--- src/rtl/iss_pkg.sv ---
// shared constants for the interrupt and statistics unit
package iss_pkg;

  // ----------------------------------------------------------------
  // cause register layout
  // ----------------------------------------------------------------
  localparam int ISS_CAUSE_W = 16;
  localparam int ISS_NUM_IND = 10;
  localparam int ISS_B_SUMMARY = 0;
  localparam int ISS_B_HOST_FAULT = 1;
  localparam int ISS_B_SEND_DONE = 2;
  localparam int ISS_B_ARRIVAL_DONE = 3;
  localparam int ISS_B_NEAR_FULL = 4;
  localparam int ISS_B_EARLY = 5;
  localparam int ISS_B_SW_REQ = 6;
  localparam int ISS_B_LINK = 7;
  localparam int ISS_B_SEND_XFER = 8;
  localparam int ISS_B_ARRIVAL_XFER = 9;
  localparam int ISS_B_CTRL_FRAME = 10;
  localparam logic [15:0] ISS_CAUSE_RST = 16'h0000;
  localparam logic [15:0] ISS_MASK_RST = 16'h0000;
  // bits cleared by writing a one
  localparam logic [15:0] ISS_W1C_BITS = 16'h07E1;
  // bits that exist in the mask register
  localparam logic [15:0] ISS_IND_BITS = 16'h07FE;

  // ----------------------------------------------------------------
  // statistics counters
  // ----------------------------------------------------------------
  localparam int ISS_NUM_CTR = 16;
  localparam int ISS_SEL_W = 4;
  localparam int ISS_AMT_W = 16;
  localparam int ISS_DATA_W = 32;
  localparam int ISS_FRAME_CTR_W = 16;
  localparam int ISS_BYTE_CTR_W = 32;
  localparam logic [4:0] ISS_COLL_ONE = 5'h01;
  localparam logic [4:0] ISS_COLL_MANY_MIN = 5'h02;
  localparam logic [4:0] ISS_COLL_MANY_MAX = 5'h0F;
  localparam logic [15:0] ISS_AMT_ONE = 16'h0001;
  localparam int ISS_C_TX_FRAMES = 0;
  localparam int ISS_C_TX_BCAST = 1;
  localparam int ISS_C_TX_MCAST = 2;
  localparam int ISS_C_TX_BYTES = 3;
  localparam int ISS_C_DEFERRED = 4;
  localparam int ISS_C_LONG_DEFER = 5;
  localparam int ISS_C_ONE_COLL = 6;
  localparam int ISS_C_MANY_COLL = 7;
  localparam int ISS_C_LATE_HIT = 8;
  localparam int ISS_C_COLL_ABORT = 9;
  localparam int ISS_C_CARRIER_DROP = 10;
  localparam int ISS_C_RX_FRAMES = 11;
  localparam int ISS_C_RX_BCAST = 12;
  localparam int ISS_C_RX_MCAST = 13;
  localparam int ISS_C_RX_BYTES = 14;
  localparam int ISS_C_OVERRUN_DROP = 15;

  function automatic int iss_ctr_width(input int idx);
    if (idx == ISS_C_TX_BYTES || idx == ISS_C_RX_BYTES) begin
      return ISS_BYTE_CTR_W;
    end
    return ISS_FRAME_CTR_W;
  endfunction : iss_ctr_width

endpackage : iss_pkg

--- src/rtl/iss_stat_ctr.sv ---
// one statistics counter: clear on read, add on write, near-full flag
`timescale 1ns/100ps
module iss_stat_ctr
  import iss_pkg::*;
#(
  parameter int W = 16
) (
  input wire logic core_clk,
  input wire logic rst_n,
  input wire logic inc_en,
  input wire logic [ISS_AMT_W-1:0] inc_amt,
  input wire logic rd,
  input wire logic wr,
  input wire logic [ISS_DATA_W-1:0] wr_data,
  output logic [ISS_DATA_W-1:0] value,
  output logic near
);

  logic [W-1:0] count;
  logic [W-1:0] next_count;
  logic near_flag;
  logic next_near_flag;

  // ----------------------------------------------------------------
  // next value
  // ----------------------------------------------------------------
  always_comb begin
    logic [W-1:0] base;
    logic [W-1:0] add_inc;
    logic [W-1:0] add_wr;
    base = rd ? '0 : count;
    add_inc = inc_en ? W'(inc_amt) : '0;
    add_wr = wr ? wr_data[W-1:0] : '0;
    next_count = base + add_inc + add_wr;
    // an increment in the read cycle survives, so no event is lost
    next_near_flag = (near_flag & ~rd) | (next_count[W-1] & next_count[W-2]);
  end

  always_ff @(posedge core_clk) begin
    if (!rst_n) begin
      count <= '0;
      near_flag <= 1'b0;
    end else begin
      count <= next_count;
      near_flag <= next_near_flag;
    end
  end

  assign value = ISS_DATA_W'(count);
  assign near = near_flag;

  // ----------------------------------------------------------------
  // checks
  // ----------------------------------------------------------------
  property p_read_clears;
    @(posedge core_clk) disable iff (!rst_n)
      (rd && !inc_en && !wr) |=> (count == '0);
  endproperty
  a_read_clears: assert property (p_read_clears)
    else $error("read did not clear counter");

  property p_write_adds;
    @(posedge core_clk) disable iff (!rst_n)
      (wr && !rd && !inc_en) |=> (count == W'($past(count) + $past(wr_data[W-1:0])));
  endproperty
  a_write_adds: assert property (p_write_adds)
    else $error("write did not add to counter");

  property p_near_sets;
    @(posedge core_clk) disable iff (!rst_n)
      (count[W-1] && count[W-2]) |-> near_flag;
  endproperty
  a_near_sets: assert property (p_near_sets)
    else $error("near-full not raised at 75 percent");

endmodule : iss_stat_ctr

--- src/rtl/iss_stat_events.sv ---
// decode of transmit and receive frame outcomes into counter increments
`timescale 1ns/100ps
module iss_stat_events
  import iss_pkg::*;
(
  input wire logic counting_on_bit,
  input wire logic tx_frame_end,
  input wire logic tx_ok,
  input wire logic tx_bcast,
  input wire logic tx_mcast,
  input wire logic tx_deferred,
  input wire logic tx_long_defer,
  input wire logic [4:0] tx_coll_cnt,
  input wire logic tx_carrier_lost,
  input wire logic tx_coll_abort,
  input wire logic tx_late_hit,
  input wire logic rx_frame_end,
  input wire logic rx_ok,
  input wire logic rx_bcast,
  input wire logic rx_mcast,
  input wire logic rx_overrun_drop,
  output logic [ISS_NUM_CTR-1:0] inc_en
);

  logic [ISS_NUM_CTR-1:0] raw;
  logic tx_good;
  logic rx_good;

  always_comb begin
    // carrier loss does not spoil a good frame here
    tx_good = tx_frame_end & tx_ok;
    rx_good = rx_frame_end & rx_ok;
    raw = '0;
    raw[ISS_C_TX_FRAMES] = tx_good;
    raw[ISS_C_TX_BCAST] = tx_good & tx_bcast;
    raw[ISS_C_TX_MCAST] = tx_good & tx_mcast;
    raw[ISS_C_TX_BYTES] = tx_good;
    raw[ISS_C_DEFERRED] = tx_frame_end & tx_deferred;
    raw[ISS_C_LONG_DEFER] = tx_frame_end & tx_long_defer;
    raw[ISS_C_ONE_COLL] = tx_good & (tx_coll_cnt == ISS_COLL_ONE);
    raw[ISS_C_MANY_COLL] = tx_good & (tx_coll_cnt >= ISS_COLL_MANY_MIN)
                           & (tx_coll_cnt <= ISS_COLL_MANY_MAX);
    raw[ISS_C_LATE_HIT] = tx_late_hit;
    raw[ISS_C_COLL_ABORT] = tx_frame_end & tx_coll_abort;
    raw[ISS_C_CARRIER_DROP] = tx_good & tx_carrier_lost;
    raw[ISS_C_RX_FRAMES] = rx_good;
    raw[ISS_C_RX_BCAST] = rx_good & rx_bcast;
    raw[ISS_C_RX_MCAST] = rx_good & rx_mcast;
    raw[ISS_C_RX_BYTES] = rx_good;
    raw[ISS_C_OVERRUN_DROP] = rx_frame_end & rx_overrun_drop;
    inc_en = counting_on_bit ? raw : '0;
  end

endmodule : iss_stat_events

--- src/rtl/iss_intr_stats.sv ---
// interrupt cause, mask and statistics counters of the fast ethernet mac
//
// Operation
// - ten indications, each gated by its mask bit
// - bit zero flags any asserted interrupt
// - bit zero clears only by writing one
// - host fault stays until resets issued
// - send done clears on send result write
// - arrival done cleared by hardware itself
// - six indications clear by writing one
// - sixteen statistics counters of differing widths
// - counters count only while counting enabled
// - counter read returns value then clears it
// - reads allowed while counting stays enabled
// - counter write adds value to contents
// - near-full at 75 percent, cleared by read
// - good sent frames, bcast, mcast, octets counted
// - count deferred and excessively deferred frames
// - one and two-to-fifteen collision frames counted
// - every late collision counted
// - count frames aborted by excess collisions
// - count good frames that lost carrier
// - good arrived frames, bcast, mcast, octets counted
// - count frames dropped by queue overrun
// - early arrival cleared when arrival done sets
`timescale 1ns/100ps
module iss_intr_stats
  import iss_pkg::*;
(
  input wire logic core_clk,
  input wire logic rst_n,
  input wire logic host_fault_evt,
  input wire logic host_fault_reset,
  input wire logic send_done_evt,
  input wire logic send_result_wr,
  input wire logic arrival_pending,
  input wire logic early_arrival_evt,
  input wire logic software_request_evt,
  input wire logic link_change_evt,
  input wire logic send_transfer_done_evt,
  input wire logic arrival_transfer_done_evt,
  input wire logic control_frame_seen_evt,
  input wire logic cause_wr,
  input wire logic [ISS_CAUSE_W-1:0] cause_wr_data,
  input wire logic mask_wr,
  input wire logic [ISS_CAUSE_W-1:0] mask_wr_data,
  output logic [ISS_CAUSE_W-1:0] interrupt_cause_reg,
  output logic [ISS_CAUSE_W-1:0] interrupt_mask_reg,
  output logic host_intr_n,
  input wire logic counting_on_bit,
  input wire logic stat_rd,
  input wire logic stat_wr,
  input wire logic [ISS_SEL_W-1:0] stat_sel,
  input wire logic [ISS_DATA_W-1:0] stat_wr_data,
  output logic [ISS_DATA_W-1:0] stat_rd_data,
  input wire logic tx_frame_end,
  input wire logic tx_ok,
  input wire logic tx_bcast,
  input wire logic tx_mcast,
  input wire logic [ISS_AMT_W-1:0] tx_bytes,
  input wire logic tx_deferred,
  input wire logic tx_long_defer,
  input wire logic [4:0] tx_coll_cnt,
  input wire logic tx_carrier_lost,
  input wire logic tx_coll_abort,
  input wire logic tx_late_hit,
  input wire logic rx_frame_end,
  input wire logic rx_ok,
  input wire logic rx_bcast,
  input wire logic rx_mcast,
  input wire logic [ISS_AMT_W-1:0] rx_bytes,
  input wire logic rx_overrun_drop
);

  logic [ISS_CAUSE_W-1:0] cause;
  logic [ISS_CAUSE_W-1:0] next_cause;
  logic [ISS_CAUSE_W-1:0] mask;
  logic [ISS_CAUSE_W-1:0] next_mask;
  logic intr_n;
  logic next_intr_n;
  logic [ISS_DATA_W-1:0] rd_data;
  logic [ISS_DATA_W-1:0] next_rd_data;
  logic [ISS_CAUSE_W-1:0] w1c;
  logic masked_any;
  logic arrival_rise;
  logic [ISS_NUM_CTR-1:0] inc_en;
  logic [ISS_NUM_CTR-1:0] ctr_near;
  logic [ISS_DATA_W-1:0] ctr_val [ISS_NUM_CTR];

  // ----------------------------------------------------------------
  // cause and mask
  // ----------------------------------------------------------------
  always_comb begin
    w1c = cause_wr ? (cause_wr_data & ISS_W1C_BITS) : '0;
    masked_any = |(cause & mask & ISS_IND_BITS);
    arrival_rise = arrival_pending & ~cause[ISS_B_ARRIVAL_DONE];
    next_cause = cause & ~w1c;
    // set beats clear on every flag below except the early flag
    next_cause[ISS_B_SUMMARY] = masked_any
      | (cause[ISS_B_SUMMARY] & ~w1c[ISS_B_SUMMARY]);
    // a cause write never touches the fault flag
    next_cause[ISS_B_HOST_FAULT] = host_fault_evt
      | (cause[ISS_B_HOST_FAULT] & ~host_fault_reset);
    next_cause[ISS_B_SEND_DONE] = send_done_evt
      | (cause[ISS_B_SEND_DONE] & ~send_result_wr);
    // tracks the receive side's pending level, no host action
    next_cause[ISS_B_ARRIVAL_DONE] = arrival_pending;
    next_cause[ISS_B_NEAR_FULL] = |ctr_near;
    // here the automatic clear wins over a new early event
    next_cause[ISS_B_EARLY] = (early_arrival_evt | next_cause[ISS_B_EARLY])
      & ~arrival_rise;
    next_cause[ISS_B_SW_REQ] = next_cause[ISS_B_SW_REQ] | software_request_evt;
    next_cause[ISS_B_LINK] = next_cause[ISS_B_LINK] | link_change_evt;
    next_cause[ISS_B_SEND_XFER] = next_cause[ISS_B_SEND_XFER] | send_transfer_done_evt;
    next_cause[ISS_B_ARRIVAL_XFER] = next_cause[ISS_B_ARRIVAL_XFER]
      | arrival_transfer_done_evt;
    next_cause[ISS_B_CTRL_FRAME] = next_cause[ISS_B_CTRL_FRAME] | control_frame_seen_evt;
    next_cause = next_cause & (ISS_IND_BITS | ISS_CAUSE_W'(1));
    next_mask = mask_wr ? (mask_wr_data & ISS_IND_BITS) : mask;
    next_intr_n = ~masked_any;
  end

  always_ff @(posedge core_clk) begin
    if (!rst_n) begin
      cause <= ISS_CAUSE_RST;
      mask <= ISS_MASK_RST;
      intr_n <= 1'b1;
    end else begin
      cause <= next_cause;
      mask <= next_mask;
      intr_n <= next_intr_n;
    end
  end

  assign interrupt_cause_reg = cause;
  assign interrupt_mask_reg = mask;
  assign host_intr_n = intr_n;

  // ----------------------------------------------------------------
  // statistics
  // ----------------------------------------------------------------
  iss_stat_events u_events (
    .counting_on_bit(counting_on_bit),
    .tx_frame_end(tx_frame_end),
    .tx_ok(tx_ok),
    .tx_bcast(tx_bcast),
    .tx_mcast(tx_mcast),
    .tx_deferred(tx_deferred),
    .tx_long_defer(tx_long_defer),
    .tx_coll_cnt(tx_coll_cnt),
    .tx_carrier_lost(tx_carrier_lost),
    .tx_coll_abort(tx_coll_abort),
    .tx_late_hit(tx_late_hit),
    .rx_frame_end(rx_frame_end),
    .rx_ok(rx_ok),
    .rx_bcast(rx_bcast),
    .rx_mcast(rx_mcast),
    .rx_overrun_drop(rx_overrun_drop),
    .inc_en(inc_en)
  );

  for (genvar g = 0; g < ISS_NUM_CTR; g++) begin : g_ctr
    logic [ISS_AMT_W-1:0] amt;
    assign amt = (g == ISS_C_TX_BYTES) ? tx_bytes :
                 (g == ISS_C_RX_BYTES) ? rx_bytes : ISS_AMT_ONE;
    // read and write apply while counting runs, no need to stop it
    iss_stat_ctr #(.W(iss_ctr_width(g))) u_ctr (
      .core_clk(core_clk),
      .rst_n(rst_n),
      .inc_en(inc_en[g]),
      .inc_amt(amt),
      .rd(stat_rd && (stat_sel == ISS_SEL_W'(g))),
      .wr(stat_wr && (stat_sel == ISS_SEL_W'(g))),
      .wr_data(stat_wr_data),
      .value(ctr_val[g]),
      .near(ctr_near[g])
    );
  end

  always_comb begin
    // value before the clear is what the host sees
    next_rd_data = stat_rd ? ctr_val[stat_sel] : rd_data;
  end

  always_ff @(posedge core_clk) begin
    if (!rst_n) begin
      rd_data <= '0;
    end else begin
      rd_data <= next_rd_data;
    end
  end

  assign stat_rd_data = rd_data;

  // ----------------------------------------------------------------
  // checks
  // ----------------------------------------------------------------
  property p_masked_quiet;
    @(posedge core_clk) disable iff (!rst_n)
      ((cause & mask & ISS_IND_BITS) == '0) |=> intr_n;
  endproperty
  a_masked_quiet: assert property (p_masked_quiet)
    else $error("interrupt from masked bit");

  property p_intr_asserts;
    @(posedge core_clk) disable iff (!rst_n)
      ((cause & mask & ISS_IND_BITS) != '0) |=> !intr_n;
  endproperty
  a_intr_asserts: assert property (p_intr_asserts)
    else $error("interrupt line not asserted");

  property p_summary_set;
    @(posedge core_clk) disable iff (!rst_n)
      !intr_n |-> cause[ISS_B_SUMMARY];
  endproperty
  a_summary_set: assert property (p_summary_set)
    else $error("summary clear while asserting");

  property p_summary_clear;
    @(posedge core_clk) disable iff (!rst_n)
      $fell(cause[ISS_B_SUMMARY]) |-> ($past(cause_wr) && $past(cause_wr_data[ISS_B_SUMMARY]));
  endproperty
  a_summary_clear: assert property (p_summary_clear)
    else $error("summary cleared without write");

  property p_fault_holds;
    @(posedge core_clk) disable iff (!rst_n)
      (cause[ISS_B_HOST_FAULT] && !host_fault_reset) |=> cause[ISS_B_HOST_FAULT];
  endproperty
  a_fault_holds: assert property (p_fault_holds)
    else $error("host fault dropped early");

  property p_send_ack;
    @(posedge core_clk) disable iff (!rst_n)
      (send_result_wr && !send_done_evt) |=> !cause[ISS_B_SEND_DONE];
  endproperty
  a_send_ack: assert property (p_send_ack)
    else $error("send done not cleared");

  property p_early_excl;
    @(posedge core_clk) disable iff (!rst_n)
      $rose(cause[ISS_B_ARRIVAL_DONE]) |-> !cause[ISS_B_EARLY];
  endproperty
  a_early_excl: assert property (p_early_excl)
    else $error("early and arrival done together");

  property p_w1c_link;
    @(posedge core_clk) disable iff (!rst_n)
      (cause_wr && cause_wr_data[ISS_B_LINK] && !link_change_evt) |=> !cause[ISS_B_LINK];
  endproperty
  a_w1c_link: assert property (p_w1c_link)
    else $error("link flag not cleared by write");

  property p_count_gate;
    @(posedge core_clk) disable iff (!rst_n)
      !counting_on_bit |-> (inc_en == '0);
  endproperty
  a_count_gate: assert property (p_count_gate)
    else $error("counting while disabled");

  property p_read_value;
    @(posedge core_clk) disable iff (!rst_n)
      stat_rd |=> (rd_data == $past(ctr_val[stat_sel]));
  endproperty
  a_read_value: assert property (p_read_value)
    else $error("read returned wrong value");

  property p_arr_copy;
    @(posedge core_clk) disable iff (!rst_n)
      arrival_pending |=> cause[ISS_B_ARRIVAL_DONE];
  endproperty
  a_arr_copy: assert property (p_arr_copy)
    else $error("arrival flag missed");

  property p_near_cause;
    @(posedge core_clk) disable iff (!rst_n)
      (|ctr_near) |=> cause[ISS_B_NEAR_FULL];
  endproperty
  a_near_cause: assert property (p_near_cause)
    else $error("near-full flag missed");

  property p_send_set;
    @(posedge core_clk) disable iff (!rst_n)
      send_done_evt |=> cause[ISS_B_SEND_DONE];
  endproperty
  a_send_set: assert property (p_send_set)
    else $error("send done flag missed");

  property p_summary_on;
    @(posedge core_clk) disable iff (!rst_n)
      ((cause & mask & ISS_IND_BITS) != '0) |=> cause[ISS_B_SUMMARY];
  endproperty
  a_summary_on: assert property (p_summary_on)
    else $error("summary flag missed");

  property p_fault_set;
    @(posedge core_clk) disable iff (!rst_n)
      host_fault_evt |=> cause[ISS_B_HOST_FAULT];
  endproperty
  a_fault_set: assert property (p_fault_set)
    else $error("host fault flag missed");

endmodule : iss_intr_stats

--- config.mk ---
export PLATFORM = sky130hd
export DESIGN_NAME = iss_intr_stats
export DESIGN_NICKNAME = d
export VERILOG_FILES = /design/src/rtl/iss_pkg.sv /design/src/rtl/iss_stat_ctr.sv /design/src/rtl/iss_stat_events.sv /design/src/rtl/iss_intr_stats.sv
export SDC_FILE = /design/constraint.sdc
export NUM_CORES = 2
export LEC_CHECK = 0
export BUFFER_PORTS_ARGS = -buffer_cell sky130_fd_sc_hd__buf_2
export CAP_MARGIN = 20
export CORE_UTILIZATION = 56
export DETAILED_ROUTE_END_ITERATION = 12
export PLACE_DENSITY = 0.83
export SYNTH_ARGS = -nofsm -noshare
export SYNTH_HDL_FRONTEND = slang
export SYNTH_SLANG_ARGS = --single-unit
--- constraint.sdc ---
create_clock -name core_clk -period 3.7 [get_ports core_clk]
set_input_delay 0 -clock core_clk [delete_from_list [all_inputs] [get_ports core_clk]]
set_output_delay 0 -clock core_clk [all_outputs]
set_load 0.03 [all_outputs]
Word level (Yosys, flattened, before mapping)
Cells that the tools add are included.

Reduce and logical (&&, ||, !) cells: 35. Mux-type cells: 53. Order comparisons: 3. Equality and inequality tests: 16. Add/sub/neg operators: 32. Bitwise operators: 102.

Operators with widths (count): $mux W16 (31); $add A16 B16 Y16 (28); $mux W32 (6); $add A32 B32 Y32 (4); $bmux W32 S4 (1); $and A1 B1 Y1 (51); $eq A4 B4 Y1 const B (8); $logic_and A1 B1 Y1 (32); $or A1 B1 Y1 (25); $and A11 B11 Y11 (2); $not A1 Y1 (22); $eq A4 B3 Y1 const B (4); $reduce_or A16 Y1 (1); $mux W1 (14); $mux W11 (1); $not A11 Y11 (1); $reduce_or A10 Y1 (1); $eq A4 B2 Y1 const B (2); $eq A5 B1 Y1 const B (1); $ge A5 B2 Y1 const B (1); $ge A5 B5 Y1 const B (1); $le A5 B4 Y1 const B (1); $not A4 Y5 (1); $eq A4 B1 Y1 const B (1); $logic_not A4 Y1 (1).

Register bits: 358.

Longest topological paths before layout
Word-level depth: 9. Gate-level depth with buffers: 20. Depth with buffers taken out: 18.

By module
A second synthesis with hierarchy kept.

Cells, all modules: 4801. Area, all modules: 39985.8 um^2.

By module, submodules not included: iss_stat_ctr at g_ctr[13].u_ctr ... (area an instance 1881.8 um^2, cells an instance 224, times used 10, sequential area each 340.3 um^2); iss_stat_ctr at g_ctr[14].u_ctr ... (area an instance 3555.9 um^2, cells an instance 431, times used 2, sequential area each 660.6 um^2); iss_intr_stats (area an instance 6351.1 um^2, cells an instance 727, times used 1, sequential area each 1081.0 um^2); iss_stat_ctr at g_ctr[10].u_ctr (area an instance 1915.6 um^2, cells an instance 240, times used 1, sequential area each 340.3 um^2); iss_stat_ctr at g_ctr[12].u_ctr (area an instance 1896.8 um^2, cells an instance 236, times used 1, sequential area each 340.3 um^2); iss_stat_ctr at g_ctr[0].u_ctr (area an instance 1893.1 um^2, cells an instance 243, times used 1, sequential area each 340.3 um^2); iss_stat_ctr at g_ctr[11].u_ctr (area an instance 1865.5 um^2, cells an instance 236, times used 1, sequential area each 340.3 um^2); iss_stat_events (area an instance 133.9 um^2, cells an instance 17, times used 1, sequential area each 0.0 um^2).

Worst setup path after synthesis
Ideal clock, no wire load.

Path type: input to register. Start: input stat_sel[2]. End: register g_ctr[12].u_ctr.near_flag. Data required time: 3.614 ns. Slack: -0.297 ns. Arrival time: 3.911 ns. Stages on the path: 16. Path through: buf_2 buf_1 buf_2 nand3_1 and2_1 fa_1 fa_1 a211oi_1 o21bai_1 a221o_1 a41oi_1 a21o_1 o21ai_1 xor2_1 a21oi_1 a211oi_1.

Longest elaborated chain between the ends: 7. Elaborated cells between the ends (all ways): 11. Classes of those cells: add/sub: 2; eq/ne: 1; mux: 2; bitwise: 4; reduce/logical: 2.

Ends and longest elaborated chain: from (decl) (line iss_intr_stats.sv:53) `input wire logic [ISS_SEL_W-1:0] stat_sel,`; $eq A4 B4 Y1 (*) (line iss_intr_stats.sv:172, iss_intr_stats.sv:173); $logic_and A1 B1 Y1 (line iss_intr_stats.sv:172) `.rd(stat_rd && (stat_sel == ISS_SEL_W'(g))),`; $mux W16 (line iss_stat_ctr.sv:31) `base = rd ? '0 : count;`; $add A16 B16 Y16 (2 in a row) (line iss_stat_ctr.sv:34) `next_count = base + add_inc + add_wr;`; $and A1 B1 Y1 (line iss_stat_ctr.sv:36) `next_near_flag = (near_flag & ~rd) | (next_count[W-1] & next_count[W-2]);`; $or A1 B1 Y1 (*) (line iss_stat_ctr.sv:36); to (signal assigned) (line iss_stat_ctr.sv:45) `near_flag <= next_near_flag;`; to (decl) (line iss_stat_ctr.sv:21) `logic near_flag;`.

Mark *: on every way between the ends. The rest lies on a longest branch, timed or not. A chain may end at the register's enable or synchronous reset.

Final worst setup path
Start: register g_ctr[14].u_ctr.count[1]. End: register g_ctr[14].u_ctr.near_flag.

Longest elaborated chain between the ends: 5.

Ends and longest elaborated chain: from (decl) (line iss_stat_ctr.sv:19) `logic [W-1:0] count;`; from (signal assigned) (line iss_stat_ctr.sv:44) `count <= next_count;`; $mux W32 (line iss_stat_ctr.sv:31); $add A32 B32 Y32 (2 in a row) (line iss_stat_ctr.sv:34); $and A1 B1 Y1 (line iss_stat_ctr.sv:36); $or A1 B1 Y1 (line iss_stat_ctr.sv:36); to (signal assigned) (line iss_stat_ctr.sv:45); to (decl) (line iss_stat_ctr.sv:21).

Every way passes these cells.

==> results_dict.tcl <==
set metrics [dict create \
    reg2regPathDepth 15 \
    design.core.area_sq_mm 0.05048 \
    synth_edf_count 0 \
    syn-instance-count 3416 \
    route.antenna.remaining_nets 0 \
    cts-htree-levels 2 \
    initial_antenna_violation_count 19 \
    cts-buffers-inserted 43 \
    reg2reg_from "g_ctr[14].u_ctr.value[1]" \
    layout.cells.most_common "and2_1" \
    period_needed_ns 3.568 \
    detail_route.iter0.violations 2866 \
    worstSkewPairLatency_ns 0.58 \
    drt_pass1_iterations 6 \
    top_level_ports 202 \
    startpoint_of_the_tightest_hold_check_path "rst_n" \
    ys_warn_count 0 \
    aggregate_routed_wire_length_um 94650 \
    yosys_register_bits 358 \
    final.hold.worst_slack_ns 0.005738 \
    hp-class "in -> reg" \
    clkSlewWorstSetupHoldPaths_ns 0.06 \
    dp.final_hpwl_um 70110 \
    most-common-layout-cells "and2_1 (454), nor2_1 (391), dfxtp_1 (358), buf_4 (313), ha_1 (286)" \
    p_leak_nw 16.71 \
    dpl.cell_count 4438 \
    power_report.internal_total_w 0.007347 \
    utilization_pct 68.33 \
    placement_rows 82 \
    cell_variety_after_synth 81 \
    die_area_sq_mm 0.05233 \
    synth_sequential_area_ratio_pct 24.89 \
    clock_tree_from_tritoncts "yes" \
    drv.max_cap_violation_count 0 \
    hold_path_depth 3 \
    worstPathRequired_ns 4.19 \
    largest-register "g_ctr.u_ctr.count" \
    synth.top_cells.by_area "dfxtp_1 (25%), ha_1 (12%), and2_1 (9.9%)" \
    setup_tns_ns 0 \
    timing_worst_slew_pin_value_ns 0.9942 \
    critical_path_end_type "flip-flop" \
    synth-async-reset-ratio_pct 0 \
    layout_worst_path_cycle_share_pct 96.42 \
    worst_ir_drop_vdd_v 0.0003254 \
    die_width_um 228.8 \
    global_route.usage.total_pct 35.52 \
    synthDominantCellAreaShare_pct 24.89 \
    post_cts.repair.setup_buffers 0 \
    synthesis.area_per_instance_sq_um 8.429 \
    setup.reg_to_reg.worst_slack_ns 0.13 \
    clock_tree_root "clkbuf_16" \
    timing.final.setup_violations 0 \
    relSlewSlack_pct 33.72 \
    cp-start-kind "flip-flop" \
    outcome "finished clean" \
    reg_to_reg_end "g_ctr[14].u_ctr.near" \
    areaGrowthSynthToFinish_pct 19.79 \
    die_h_um 228.8 \
    critPathMaxFanout 3 \
    min_to "g_ctr[14].u_ctr.value[13]" \
    final.setup_skew_ns 0.01486 \
    synthDominantAreaCellType "dfxtp_1" \
    hold_violations 0 \
    netlist_area_pre_place_sq_mm 0.02879 \
    grt_remaining_overflow 0 \
    power.combinational.fraction_pct 12.5 \
    power_switching_w 0.002644 \
    dominantRegCellSynth "dfxtp_1" \
    place.gp.congestion 0.9993 \
    worstSetupStartpoint "g_ctr[14].u_ctr.value[1]" \
    num_vias 27480 \
    number_of_flip_flops_under_the_largest_register_name 224 \
    io_buffer_count 175 \
    p_sw_share_pct 26.46 \
    clock_share_of_power_pct 47.3 \
    totalPowerFinal_w 0.009991 \
    number_of_pins_exceeding_their_max_slew_limit_in_the_final_report 0 \
    grt_start_max_net_pins 123 \
    wire_length_of_the_first_global_routing_pass_um 145900 \
    crit_type "reg -> reg" \
    power-per-cell-area_mw_per_mm2 289.7 \
    first_global_vias 26730 \
    buffers_from_clock_root_to_sink_at_most 3 \
    cp.arrival_ns 4.06 \
    finish.cell_count_without_fillers 4578 \
    fin_nets 4350 \
    share_seq_of_total_power_pct 40.2 \
    maxClockFrequency_mhz 280.3 \
    final_layout_size_suffix_gt1_share_pct 17.27 \
    drt-wirelength-per-cell_um 20.68 \
    drt-vias-per-instance 6.003 \
    remaining_drcs 0 \
    floorplan.initialDensity_pct 57.04 \
    numClockSinks 358 \
]
[routing by layer]
layer  wire length (um)  GRT usage (%)  vias up
met5                 64              0        -
met4               6141          20.95       10
met3               9697          7.672      345
met1              37070          44.52    13060
li1                   -              -    12770
met2              41680          56.17     1299
[critical path, cell delays in order, from the launching register on]
cell and delay (ns):
dfxtp_1 0.37, nand2_1 0.10, fa_1 0.47, inv_1 0.07
ha_1 0.16, inv_1 0.06, fa_1 0.45, nand2b_1 0.20
a21oi_2 0.19, o2111a_1 0.26, nor3_1 0.07, buf_4 0.13
o31ai_2 0.34, a311o_1 0.28, mux2i_1 0.09, a311oi_1 0.24
[through the flow]
step / worst slack (ns) / area, sq um
5_1_grt: -0.009869 / 34480
3_5_place_dp: -0.1618 / 32380
2_1_floorplan: -0.05382 / 28850
6_report: 0.1324 / 34490
3_3_place_gp: -0.07678 / 32380
4_1_cts: 0.1340 / 34460
[cells in the mapped netlist, drive strengths merged (6+ instances only)]
cell     instances
a2111oi         13
a211oi          31
a21boi           6
a21o            93
a21oi          179
a222oi          16
a31o             6
a31oi           39
a32o             7
and2           454
and3            23
buf             26
clkbuf         123
dfxtp          358
fa              62
ha             286
inv            135
mux2i           33
mux4            80
nand2          246
nand2b          26
nand3           43
nand4           12
nor2           393
nor2b          109
nor3            79
nor3b           15
nor4             7
o211ai          15
o21a            24
o21ai          118
o21bai          23
o31ai           19
or2              8
or3             25
xnor2          114
xor2           103
[worst max path at each step]
stage	to	slack (ns)	depth (start not counted)
6_report	g_ctr[14].u_ctr.near	0.13	15
5_1_grt	g_ctr[14].u_ctr.near	-0.01	15
4_1_cts	g_ctr[14].u_ctr.near	0.13	15
3_5_place_dp	g_ctr[14].u_ctr.near	-0.16	19
3_3_place_gp	g_ctr[14].u_ctr.near	-0.08	20
2_1_floorplan	g_ctr[12].u_ctr.near	-0.05	16
[layout make-up]
cell class / instances / area, sq um
multi-input combinational: 2784 / 20570
fill: 3847 / 15990
sequential: 358 / 7167
timing repair buffer: 543 / 3826
clock buffer: 59 / 1279
tap: 672 / 840.8
inverter: 135 / 514.2
clock inverter: 17 / 269.0
antenna: 10 / 25.02
[cells by family (layout without fill, tap and decap cells)]
kind of cell / after synthesis / count (layout) / synth area share [%]
buffers and inverters: 284 / 754 / 3.876
AOI/OAI and AO/OA: 644 / 644 / 14.85
DFF: 358 / 358 / 24.89
adders and majority gates: 348 / 348 / 16.74
and+or+nand+nor: 1451 / 1451 / 25.63
xor gates and xnor gates: 217 / 217 / 6.601
muxes: 113 / 113 / 7.405
other: 1 / 21 / 0.01302
[timing repair]
action | 4_1_cts | 5_1_grt
setup endpoints to repair | 0 | 1
hold buffers | 53 | 0
hold endpoints to repair | 30 | 0
gates resized for setup | 0 | 1
[power groups by stage]
stage / logic, W / registers (W) / clock network [W]
after floorplan: 0.000657 / 0.00409 / 0
final: 0.00125 / 0.00402 / 0.00472
after CTS: 0.00121 / 0.00401 / 0.00474
after global routing: 0.00133 / 0.00402 / 0.00491
after global placement: 0.00113 / 0.00409 / 0
after detailed placement: 0.00116 / 0.00409 / 0
No activity file was read; power rests on OpenSTA's default activity.
